**src/qei_pkg.sv**
```systemverilog
// Shared constants and types for the quadrature encoder input channel
package qei_pkg;
	localparam logic [1:0] TYPE_OFF = 2'h0;
	localparam logic [1:0] TYPE_DISC = 2'h1;
	localparam logic [1:0] TYPE_ENC = 2'h2;
	localparam logic [1:0] FLT_NONE = 2'h0;
	localparam logic [1:0] FLT_MOV = 2'h1;
	localparam logic [1:0] FLT_REP = 2'h2;
	localparam logic [1:0] LOG_NORM = 2'h0;
	localparam logic [1:0] LOG_INV = 2'h1;
	localparam logic [1:0] LOG_LAT = 2'h2;
	localparam logic [1:0] BIAS_OFF = 2'h0;
	localparam logic [1:0] BIAS_UP = 2'h1;
	localparam logic [1:0] BIAS_DN = 2'h2;
	localparam int CLK_NS = 10;
	localparam int DEB1_NS = 111;
	localparam int DEB2_NS = 1780;
	localparam int DEB3_NS = 14220;
	localparam logic [10:0] DEB1_CYC = 11'((DEB1_NS + CLK_NS - 1) / CLK_NS);
	localparam logic [10:0] DEB2_CYC = 11'((DEB2_NS + CLK_NS - 1) / CLK_NS);
	localparam logic [10:0] DEB3_CYC = 11'((DEB3_NS + CLK_NS - 1) / CLK_NS);
	localparam int TICK_NS = 1000000;
	localparam int TICK_CYC = TICK_NS / CLK_NS;
	localparam logic [15:0] STAT_MS_DEF = 16'h0064;
	localparam logic [3:0] FILT_K = 4'hA;
	localparam logic [1:0] QSTEP_NONE = 2'h0;
	localparam logic [1:0] QSTEP_UP = 2'h1;
	localparam logic [1:0] QSTEP_DN = 2'h3;
	typedef enum logic [1:0] {
		DIR_STAT = 2'b00,
		DIR_POS = 2'b01,
		DIR_NEG = 2'b10
	} qei_dir_e;
endpackage

```
**src/qei_chan.sv**
```systemverilog
// Encoder input channel: quadrature decode or two discrete lines
// How it works
// - Type 0 unused, 1 discrete lines, 2 quadrature encoder.
// - Both lines usable as discrete inputs only in type 1 discrete lines.
// - A rising before B counts up, direction positive.
// - B leading A counts down, direction negative.
// - No edge for stationary delay ms gives direction zero; default 100.
// - Nonzero forward/backward limits reset counter on reaching them.
// - Filter select 0 none, 1 moving, 2 repeating; off after reset.
// - Filter constant fixed at ten for encoder channels.
// - No filter passes latest raw value.
// - Moving average adds difference over constant each ms.
// - Repeating average sums N readings, outputs mean, restarts.
// - Value clamped into minimum and maximum range.
// - Fault when value below error minimum or above error maximum.
// - Discrete defaults: range and errors OFF to ON, no hysteresis.
// - Glitch filter select none, 111 ns, 1.78 us, 14.22 us.
// - Logic type only for discrete: normal, inverse, latched.
// - Normal: ON reads 1, OFF reads 0.
// - Inverse: ON reads 0, OFF reads 1.
// - Latched: state toggles at each OFF-to-ON change.
// - Active state 0 high, 1 low inverts line sense.
// - Bias select 0 off, 1 pull-up, 2 pull-down.
`timescale 1ns/1ps
`default_nettype none
module qei_chan #(
	parameter int W = 32,
	parameter int MSW = 16,
	parameter int TICK_CYC = qei_pkg::TICK_CYC
) (
	input wire logic clk,
	input wire logic nrst,
	input wire logic line_a,
	input wire logic line_b,
	input wire logic [1:0] in_type,
	input wire logic [1:0] filt_type,
	input wire logic [1:0] deb_sel,
	input wire logic [1:0] logic_type_a,
	input wire logic [1:0] logic_type_b,
	input wire logic active_low,
	input wire logic [MSW-1:0] deb_ms,
	input wire logic [MSW-1:0] stat_ms,
	input wire logic signed [W-1:0] lim_fwd,
	input wire logic signed [W-1:0] lim_bwd,
	input wire logic signed [W-1:0] rng_min,
	input wire logic signed [W-1:0] rng_max,
	input wire logic signed [W-1:0] err_min,
	input wire logic signed [W-1:0] err_max,
	input wire logic [1:0] bias_sel,
	output logic signed [W-1:0] count,
	output qei_pkg::qei_dir_e dir,
	output logic state_a,
	output logic state_b,
	output logic signed [W-1:0] value,
	output logic fault,
	output logic pull_up_en,
	output logic pull_dn_en
);
	import qei_pkg::*;

	function automatic logic [1:0] qstep(input logic [1:0] p,
		input logic [1:0] c);
		logic [3:0] t;
		t = {p, c};
		// Bit 0 is line A; A moving first counts up
		case (t)
			4'b0001, 4'b0111, 4'b1110, 4'b1000: qstep = QSTEP_UP;
			4'b0010, 4'b1011, 4'b1101, 4'b0100: qstep = QSTEP_DN;
			default: qstep = QSTEP_NONE;
		endcase
	endfunction

	// Reset release
	logic rs1_reg, rs2_reg, rst_n;
	always_ff @(posedge clk or negedge nrst) begin
		if (!nrst) begin
			rs1_reg <= 1'b0;
			rs2_reg <= 1'b0;
		end else begin
			rs1_reg <= 1'b1;
			rs2_reg <= rs1_reg;
		end
	end
	assign rst_n = rs2_reg;

	// Millisecond tick
	localparam int TW = $clog2(TICK_CYC + 1);
	localparam logic [TW-1:0] TICK_LAST = TW'(TICK_CYC - 1);
	logic [TW-1:0] tc_reg, tc_next;
	logic tick_reg, tick_next;
	always_comb begin
		tick_next = (tc_reg == TICK_LAST);
		tc_next = tick_next ? '0 : tc_reg + 1'b1;
	end
	always_ff @(posedge clk or negedge rst_n) begin
		if (!rst_n) begin
			tc_reg <= '0;
			tick_reg <= 1'b0;
		end else begin
			tc_reg <= tc_next;
			tick_reg <= tick_next;
		end
	end

	// Line conditioning
	logic [1:0] raw, filt;
	logic disc;
	assign raw = {line_b, line_a};
	assign disc = (in_type == TYPE_DISC);
	genvar gi;
	generate
		for (gi = 0; gi < 2; gi++) begin : g_line
			qei_deb #(.MSW(MSW)) u_deb (
				.clk(clk),
				.rst_n(rst_n),
				.din(raw[gi]),
				.sel(deb_sel),
				.tick(tick_reg),
				.ms_en(disc),
				.ms(deb_ms),
				.dout(filt[gi])
			);
		end
	endgenerate

	// Discrete logic per line
	logic [1:0] on, on_d_reg, on_d_next, st_reg, st_next;
	logic [1:0] ltype [2];
	assign ltype[0] = logic_type_a;
	assign ltype[1] = logic_type_b;
	assign on = filt ^ {2{active_low}};
	generate
		for (gi = 0; gi < 2; gi++) begin : g_logic
			always_comb begin
				on_d_next[gi] = on[gi];
				st_next[gi] = 1'b0;
				if (disc) begin
					case (ltype[gi])
						LOG_NORM: st_next[gi] = on[gi];
						LOG_INV: st_next[gi] = ~on[gi];
						LOG_LAT: st_next[gi] = st_reg[gi]
							^ (on[gi] & ~on_d_reg[gi]);
						default: st_next[gi] = on[gi];
					endcase
				end
			end
		end
	endgenerate
	always_ff @(posedge clk or negedge rst_n) begin
		if (!rst_n) begin
			on_d_reg <= 2'b00;
			st_reg <= 2'b00;
		end else begin
			on_d_reg <= on_d_next;
			st_reg <= st_next;
		end
	end

	// Quadrature decode
	logic enc;
	logic [1:0] qp_reg, qp_next, step;
	logic signed [W-1:0] cnt_reg, cnt_next;
	qei_dir_e dir_reg, dir_next;
	logic [MSW-1:0] idle_reg, idle_next;
	assign enc = (in_type == TYPE_ENC);
	assign step = enc ? qstep(qp_reg, filt) : QSTEP_NONE;
	always_comb begin
		qp_next = filt;
		cnt_next = cnt_reg;
		dir_next = dir_reg;
		idle_next = idle_reg;
		if (step == QSTEP_UP) begin
			cnt_next = cnt_reg + 1'b1;
			dir_next = DIR_POS;
		end
		if (step == QSTEP_DN) begin
			cnt_next = cnt_reg - 1'b1;
			dir_next = DIR_NEG;
		end
		if (lim_fwd != '0 && step == QSTEP_UP && cnt_next == lim_fwd) begin
			cnt_next = '0;
		end
		if (lim_bwd != '0 && step == QSTEP_DN && cnt_next == lim_bwd) begin
			cnt_next = '0;
		end
		if (!enc || qp_reg != filt) begin
			idle_next = '0;
		end else if (tick_reg && idle_reg != stat_ms) begin
			idle_next = idle_reg + 1'b1;
		end
		if (!enc || idle_next >= stat_ms) begin
			dir_next = DIR_STAT;
		end
		if (!enc) begin
			cnt_next = '0;
		end
	end
	always_ff @(posedge clk or negedge rst_n) begin
		if (!rst_n) begin
			qp_reg <= 2'b00;
			cnt_reg <= '0;
			dir_reg <= DIR_STAT;
			idle_reg <= '0;
		end else begin
			qp_reg <= qp_next;
			cnt_reg <= cnt_next;
			dir_reg <= dir_next;
			idle_reg <= idle_next;
		end
	end

	logic signed [W-1:0] meas, flt_out;
	assign meas = enc ? cnt_reg : W'($unsigned(st_reg[0]));
	qei_flt #(.W(W)) u_flt (
		.clk(clk),
		.rst_n(rst_n),
		.tick(tick_reg),
		.mode(filt_type),
		.din(meas),
		.dout(flt_out)
	);

	// Range, fault and output registers
	logic signed [W-1:0] rmin, rmax, emin, emax, val_reg, val_next;
	logic flt_reg, flt_next;
	logic [1:0] bias_reg, bias_next;
	always_comb begin
		rmin = disc ? '0 : rng_min;
		rmax = disc ? W'(1) : rng_max;
		emin = disc ? '0 : err_min;
		emax = disc ? W'(1) : err_max;
		if (flt_out < rmin) begin
			val_next = rmin;
		end else if (flt_out > rmax) begin
			val_next = rmax;
		end else begin
			val_next = flt_out;
		end
		flt_next = (in_type != TYPE_OFF) && (flt_out < emin || flt_out > emax);
		if (in_type == TYPE_OFF) begin
			val_next = '0;
		end
		case (bias_sel)
			BIAS_UP: bias_next = 2'b01;
			BIAS_DN: bias_next = 2'b10;
			default: bias_next = 2'b00;
		endcase
	end
	always_ff @(posedge clk or negedge rst_n) begin
		if (!rst_n) begin
			val_reg <= '0;
			flt_reg <= 1'b0;
			bias_reg <= 2'b00;
		end else begin
			val_reg <= val_next;
			flt_reg <= flt_next;
			bias_reg <= bias_next;
		end
	end

	assign count = cnt_reg;
	assign dir = dir_reg;
	assign state_a = st_reg[0];
	assign state_b = st_reg[1];
	assign value = val_reg;
	assign fault = flt_reg;
	assign pull_up_en = bias_reg[0];
	assign pull_dn_en = bias_reg[1];
endmodule
`default_nettype wire

```
**src/qei_deb.sv**
```systemverilog
// Two-stage line conditioner: cycle glitch filter, then ms stability time
`timescale 1ns/1ps
`default_nettype none
module qei_deb #(
	parameter int MSW = 16
) (
	input wire logic clk,
	input wire logic rst_n,
	input wire logic din,
	input wire logic [1:0] sel,
	input wire logic tick,
	input wire logic ms_en,
	input wire logic [MSW-1:0] ms,
	output logic dout
);
	import qei_pkg::*;
	logic [10:0] c1_reg, c1_next, lim;
	logic f1_reg, f1_next, f2_reg, f2_next;
	logic [MSW-1:0] c2_reg, c2_next;

	always_comb begin
		case (sel)
			2'h1: lim = DEB1_CYC;
			2'h2: lim = DEB2_CYC;
			2'h3: lim = DEB3_CYC;
			default: lim = 11'h001;
		endcase
		c1_next = 11'h000;
		f1_next = f1_reg;
		if (sel == 2'h0) begin
			f1_next = din;
		end else if (din != f1_reg) begin
			c1_next = c1_reg + 11'h001;
			if (c1_next >= lim) begin
				f1_next = din;
				c1_next = 11'h000;
			end
		end
		c2_next = c2_reg;
		f2_next = f2_reg;
		if (!ms_en || ms == '0) begin
			f2_next = f1_reg;
			c2_next = '0;
		end else if (f1_reg == f2_reg) begin
			c2_next = '0;
		end else if (tick) begin
			c2_next = c2_reg + 1'b1;
			if (c2_next >= ms) begin
				f2_next = f1_reg;
				c2_next = '0;
			end
		end
	end

	always_ff @(posedge clk or negedge rst_n) begin
		if (!rst_n) begin
			c1_reg <= 11'h000;
			f1_reg <= 1'b0;
			c2_reg <= '0;
			f2_reg <= 1'b0;
		end else begin
			c1_reg <= c1_next;
			f1_reg <= f1_next;
			c2_reg <= c2_next;
			f2_reg <= f2_next;
		end
	end
	assign dout = f2_reg;
endmodule
`default_nettype wire

```
**src/qei_flt.sv**
```systemverilog
// Data filter: none, moving average or repeating average per ms tick
`timescale 1ns/1ps
`default_nettype none
module qei_flt #(
	parameter int W = 32
) (
	input wire logic clk,
	input wire logic rst_n,
	input wire logic tick,
	input wire logic [1:0] mode,
	input wire logic signed [W-1:0] din,
	output logic signed [W-1:0] dout
);
	import qei_pkg::*;
	localparam logic signed [W+4:0] K = (W+5)'(FILT_K);
	logic signed [W-1:0] val_reg, val_next;
	logic signed [W+4:0] acc_reg, acc_next, diff;
	logic [3:0] n_reg, n_next;

	always_comb begin
		val_next = val_reg;
		acc_next = acc_reg;
		n_next = n_reg;
		diff = (W+5)'(din) - (W+5)'(val_reg);
		if (tick) begin
			case (mode)
				FLT_NONE: val_next = din;
				FLT_MOV: val_next = W'((W+5)'(val_reg) + diff / K);
				FLT_REP: begin
					acc_next = acc_reg + (W+5)'(din);
					n_next = n_reg + 4'h1;
					if (n_next == FILT_K) begin
						val_next = W'(acc_next / K);
						acc_next = '0;
						n_next = 4'h0;
					end
				end
				default: val_next = din;
			endcase
		end
	end

	always_ff @(posedge clk or negedge rst_n) begin
		if (!rst_n) begin
			val_reg <= '0;
			acc_reg <= '0;
			n_reg <= 4'h0;
		end else begin
			val_reg <= val_next;
			acc_reg <= acc_next;
			n_reg <= n_next;
		end
	end
	assign dout = val_reg;
endmodule
`default_nettype wire

```
**config.mk**
```make
export PLATFORM = sky130hd
export DESIGN_NAME = qei_chan
export DESIGN_NICKNAME = d
export VERILOG_FILES = /design/src/qei_pkg.sv /design/src/qei_chan.sv /design/src/qei_deb.sv /design/src/qei_flt.sv
export SDC_FILE = /design/constraint.sdc
export NUM_CORES = 2
export LEC_CHECK = 0
export CAP_MARGIN = 20
export CORE_UTILIZATION = 40
export DETAILED_ROUTE_END_ITERATION = 7
export DONT_BUFFER_PORTS = 1
export GPL_TIMING_DRIVEN = 0
export PLACE_DENSITY = 0.51
export SLEW_MARGIN = 20
export SYNTH_ARGS = -nofsm -noshare
export SYNTH_HDL_FRONTEND = slang
export SYNTH_SLANG_ARGS = --single-unit
```
**constraint.sdc**
```tcl
create_clock -name clk -period 16.1 [get_ports clk]
set_input_delay 1.61 -clock clk [delete_from_list [all_inputs] [get_ports clk]]
set_output_delay 1.61 -clock clk [all_outputs]
set_load 0.02 [all_outputs]
```
# Yosys cells after proc, flatten, opt, wreduce, memory -nomap -nowiden
# Memories as Yosys holds them, arrays and structs flattened.
# Cells that the tools add are included.
dict set report classes {
  add_sub_neg 12
  n_div 2
  magnitude_cmp 9
  n_eq_ne 28
  mux 58
  bitwise_logic 9
  reduce_logical 34
}
# cell n
set ops {}
lappend ops {{two-way mux 32 bit} 14}
lappend ops {{two-way mux 16 bit} 10}
lappend ops {{divider 37 x 5 -> 37 bit, second input constant} 2}
lappend ops {{two-way mux 11 bit} 6}
lappend ops {{== test 32 bit} 2}
lappend ops {{> comparator 32 bit} 2}
lappend ops {{< comparator 32 bit} 2}
lappend ops {{case mux 32 bit (2 select lines)} 1}
lappend ops {{nonzero test 32 bit} 2}
lappend ops {{adder 16 x 1 -> 16 bit, second input constant} 3}
lappend ops {{>= comparator 16 bit} 3}
lappend ops {{adder 37 x 32 -> 37 bit} 1}
lappend ops {{two-way mux 37 bit} 1}
lappend ops {{case mux 11 bit (3 select lines)} 1}
lappend ops {{subtractor 32 x 32 -> 33 bit} 1}
lappend ops {{adder 32 x 1 -> 32 bit, second input constant} 1}
lappend ops {{adder 32 bit} 1}
lappend ops {{subtractor 32 x 1 -> 32 bit, second input constant} 1}
lappend ops {{adder 11 x 1 -> 11 bit, second input constant} 2}
lappend ops {{>= comparator 11 bit} 2}
lappend ops {{adder 17 x 1 -> 17 bit, second input constant} 1}
lappend ops {{== test 17 bit, second input constant} 1}
lappend ops {{two-way mux 17 bit} 1}
lappend ops {{== test 2 bit, second input constant} 8}
lappend ops {{27 further kinds} 83}
dict set report word_totals {
  regBits 242
  romBits 32
  output_inout_bits 71
  elab_cells 177
  memories 1
}
# memory depth word_bits read_ports rd_clocked_by_memory_dff write_ports line_no
set mem_list {}
lappend mem_list {{(name not given)} 16 2 1 0 0 qei_chan.sv:66} ;# case (t)

# Logic depth before layout (Yosys ltp)
dict set report depth {
  depth_word 12
  ltp_mapped 116
  mapped_depth_nobuf 100
}

# By module
# From an unflattened synthesis, not the netlist that was laid out.
dict set report hier_totals {
  hier_cells 5329
  area_unflattened_um2 39557.9
}
# mod n_inst cells_per_inst area_per_inst_um2 seq_area_each_um2
set modules_own_cells {}
lappend modules_own_cells {qei_flt 1 3155 21699.6 1826.8}
lappend modules_own_cells {qei_chan 1 1668 13261.5 2777.7}
lappend modules_own_cells {qei_deb 2 253 2298.5 725.7}

# Worst setup path after synthesis
# OpenSTA, ideal clock, no wires.
dict set report synth_timing {
  path_type {input port to flip-flop}
  startpoint {in in_type[0]}
  endpoint {reg u_flt.val_reg[31] (netlist: u_flt.dout[31])}
  t_arrival_ps 23113
  setup_slack_ps -7156
  cell_stages 111
  path_buffers 12
  cell_sequence {nand2b_1 > buf_2 > buf_4 > buf_2 > buf_1 > clkbuf_1 > o21ai_0 > inv_1 > ha_1 > inv_1 > ha_1 > a21oi_1 > o22ai_1 > a32oi_1 > a211oi_1 > nor3_2 > o31ai_1 > nor3_1 > (+75 left out) > o21bai_1 > a21oi_1 > o21bai_1 > a21oi_1 > o21bai_1 > a21oi_1 > nor2b_1 > o21a_1 > o21a_1 > o21a_1 > o21ai_0 > nand2b_1 > a21oi_1 > xnor2_1 > nor3_1 > a21o_1 > a211oi_1 > a41oi_1}
}
dict set report synth_between {
  elab_chain_cells 6
  elab_cells_between_ends 9
}
# item line_no
set synth_lines {}
lappend synth_lines {{start, declared} qei_chan.sv:35} ;# input wire logic [1:0] in_type,
lappend synth_lines {{== test 2 bit *} qei_chan.sv:165} ;# assign enc = (in_type == TYPE_ENC);
lappend synth_lines {{two-way mux 32 bit *} qei_chan.sv:213} ;# assign meas = enc ? cnt_reg : W'($unsigned(st_reg[0]));
lappend synth_lines {{subtractor 32 x 32 -> 33 bit or adder 37 x 32 -> 37 bit (tied branches)} {qei_flt.sv:24, qei_flt.sv:30}}
lappend synth_lines {{divider 37 x 5 -> 37 bit (on tied branches)} {qei_flt.sv:28, qei_flt.sv:33}}
lappend synth_lines {{adder 32 bit or two-way mux 32 bit (tied branches)} {qei_flt.sv:28, qei_flt.sv:32}}
lappend synth_lines {{case mux 32 bit (2 select lines) *} qei_flt.sv:26} ;# case (mode)
lappend synth_lines {{end signal, assigned} qei_flt.sv:49} ;# val_reg <= val_next;
lappend synth_lines {{end, declared} qei_flt.sv:16} ;# logic signed [W-1:0] val_reg, val_next;
# Mark *: on every way between the ends. The rest lies on a longest branch, timed or not. The select of a mux whose other input is x is not followed.
# A chain may end at the register's enable or synchronous reset.

# Worst setup path in the final report
dict set report layout_timing {
  startpoint {in in_type[0]}
  endpoint {reg u_flt.val_reg[30] (netlist: u_flt.dout[30])}
}
# Same word-level chain as after synthesis.

==> impl_metrics.toml <==
[status]
status = "complete, but fails checks"
violations = "setup timing"

[logic_synthesis]
synth_edf_count = 0
async_flop_share_pct = 100
synth_ff_type = "dfrtp_1"
synth.avg_cell_area_sq_um = 7.32
yosysSeqAreaShare_pct = 15.6
synth.top_cells.by_area = "dfrtp_1, ha_1, xnor2_1"
synth_cell_type_count = 137
yosys_warnings = 0
synth_top_cell_area_share_pct = 15.6
syn_area_sq_mm = 0.0388
syn_nets = 5833
synth_cells = 5306
ys_ff_latch = 242
synth_top_cell_by_area = "dfrtp_1"

[worst_setup_path]
ff2ff_path_depth = 104
cp_slowest_cell = "or4_4"
setup.worst_path.end_class = "flip-flop"
r2r_slack_ns = -5.43
critPathRequiredTime_ns = 16.59
crit_arrival_ns = 22.60
crit_type = "input port to flip-flop"
cp_slowest_stage_delay_ns = 0.56
cp_max_fo = 10
timing.rr.start = "count[13]"
crit_top_cell = "a21oi_1"
r2r-end = "u_flt.dout[30]"
startpoint_type = "input port"

[global_routing]
antenna_found_initial = 6
grt_pass1_vias = 40867
grt_use_total_pct = 32.3
grt_overflow = 0
grt_max_degree = 53
grt_pass1_wl_um = 251000

[placement]
routabilityCongestion = 0.969
place_inst = 6577
place_area_sq_mm = 0.0419
dp_hpwl_um = 130000
port_buffers = 0

[die]
coreArea_sq_mm = 0.0956
die-area_sq_mm = 0.0983
die_width_um = 314
ios = 312
row_count = 113
die_h_um = 314
start_util_pct = 40.6

[route]
drcViolationCount = 0
via_per_inst = 6.35
drt_iter0_markers = 3786
drt-pass1-iter-count = 6
wl_per_cell_um = 24.2
via_count = 43424
postRouteWirelength_um = 166000
ant_nets = 0

[clock_network]
cts.clk_slew.worst_paths_ns = 0.07
cts_root_buf = "clkbuf_16"
cts.path.max_buffers = 3
cts_buffers = 31
cts_sinks = 242
cts-htree-levels = 1
clk_latency_ns = 0.63
cts_hold_buf = 0
cts_tree = "built"

[timing]
max_freq_mhz = 45.2
hold_viol = 0
rsz0062_at_grt = "true"
relSlewSlack_pct = 25.8
min_period_ns = 22.11
setup_ws_ns = -6.01
worst_pin_slew_ns = 1.11
maxSlewViolCount = 0
setup_tns_ns = -142.16
skew_ns = 0.0374
setup_violations = 32
post-route-period-util_pct = 137

[cells_and_area]
final_cells = 6842
area_growth_pct = 20.5
design_area_sq_mm = 0.0468
final_net_count = 6075
final_util_pct = 49.0
largest_reg_flops = 37
drive_gt1_share_pct = 16.2

[run]
cap_violations = 0

[worst_hold_path]
hold_path_class = "flip-flop to async pin"
## cells by family after synthesis
logic type / share of synthesized area [%]
adder cells (fa/ha/maj): 9.63
AND/OR/NAND/NOR: 27.0
buffers and inverters: 4.93
flip-flops: 15.6
multiplexers: 1.63
other: 0.00966
AO/OA/AOI/OAI: 29.5
XOR/XNOR: 11.7
## stage by stage
step / hold slack (ns) / setup slack (ns)
floorplan: 0.331 / -5.25
global placement: 0.336 / -8.94
detailed placement: 0.250 / -8.84
CTS: 0.251 / -5.77
global route: 0.275 / -7.04
finish: 0.238 / -6.01
## synth_stat cells (27+ instances only)
| library cell | count |
|---|---|
| o211ai_1 | 56 |
| and4_1 | 27 |
| o21ai_1 | 31 |
| o31ai_1 | 38 |
| mux2i_1 | 34 |
| a211oi_1 | 131 |
| o22ai_1 | 36 |
| a31oi_1 | 60 |
| nor4_1 | 80 |
| dfrtp_1 | 242 |
| a221oi_1 | 30 |
| buf_1 | 28 |
| ha_1 | 285 |
| and2_1 | 52 |
| nor3_1 | 137 |
| a22oi_1 | 36 |
| clkbuf_1 | 200 |
| a22o_1 | 32 |
| nand4_1 | 125 |
| o21bai_1 | 30 |
| a21o_1 | 61 |
| nand3_1 | 173 |
| o21ai_0 | 294 |
| nand2b_1 | 102 |
| a21oi_1 | 321 |
| xnor2_1 | 323 |
| nor2b_1 | 85 |
| nand2_1 | 614 |
| or3_1 | 43 |
| and3_1 | 80 |
| inv_1 | 181 |
| a211o_1 | 28 |
| buf_2 | 48 |
| xor2_1 | 186 |
| nor2_1 | 452 |
## cell usage in the layout (no fill, tap or decap), drive strengths merged, types with 38 or more instances in the layout
master	Yosys	final
nand2	616	616
nor2	452	452
o21ai	328	328
xnor2	327	327
a21oi	325	325
buf	92	307
ha	285	285
dfrtp	242	242
clkbuf	200	231
xor2	188	189
inv	182	183
nand3	176	176
nor3	139	139
a211oi	138	138
nand4	125	125
nand2b	102	102
nor2b	85	85
nor4	81	81
and3	80	80
a31oi	62	62
a21o	61	61
o211ai	57	57
and2	54	54
or3	44	44
o31ai	43	43
o22ai	38	38
## final cells by class
| cell class | count | area [sq um] |
|---|---|---|
| multi-input combinational | 4592 | 34100 |
| buffer | 285 | 1570 |
| antenna | 7 | 17.5 |
| inverter | 182 | 692 |
| clock inverter | 16 | 171 |
| tap | 1265 | 1580 |
| sequential | 242 | 6060 |
| timing repair buffer | 214 | 1750 |
| clock buffer | 39 | 866 |
| fill | 9727 | 48800 |
## routing by layer
layer	track usage [%]	part of all wire, %	vias up
met2	54.5	47	1635
met1	43.0	43	21141
li1	-	-	20366
met3	3.95	6.3	278
met5	0	0.016	-
met4	9.79	3.3	4
## how the worst max path moves through the flow
stage / from / slack, ns / end / cells past startpoint
floorplan: in_type[0] / -5.25 / u_flt.dout[31] / 111
global placement: in_type[0] / -8.94 / u_flt.dout[31] / 110
detailed placement: in_type[0] / -8.84 / u_flt.dout[31] / 111
CTS: in_type[0] / -5.77 / u_flt.dout[31] / 110
global route: in_type[0] / -7.04 / u_flt.dout[30] / 119
finish: in_type[0] / -6.01 / u_flt.dout[30] / 115
## worst max-delay path: cells and delay by family
family          cells  cell delay, ns
xor+xnor            4            0.62
compound gates     61           11.32
mux                 3            0.80
simple gates       21            4.19
buf+inv            21            3.01
fa+ha+maj           5            1.03
## timing repair
action,CTS,global route
hold endpoints to repair,0,0
resized for setup,358,50
buffers inserted,174,42
pin swaps,155,88
cloned,3,0
endpoints found under the setup margin,32,32
Power is left out: the tool's default activity adds up to more than one toggle a clock period on the data nets, which glitch-free logic cannot reach.
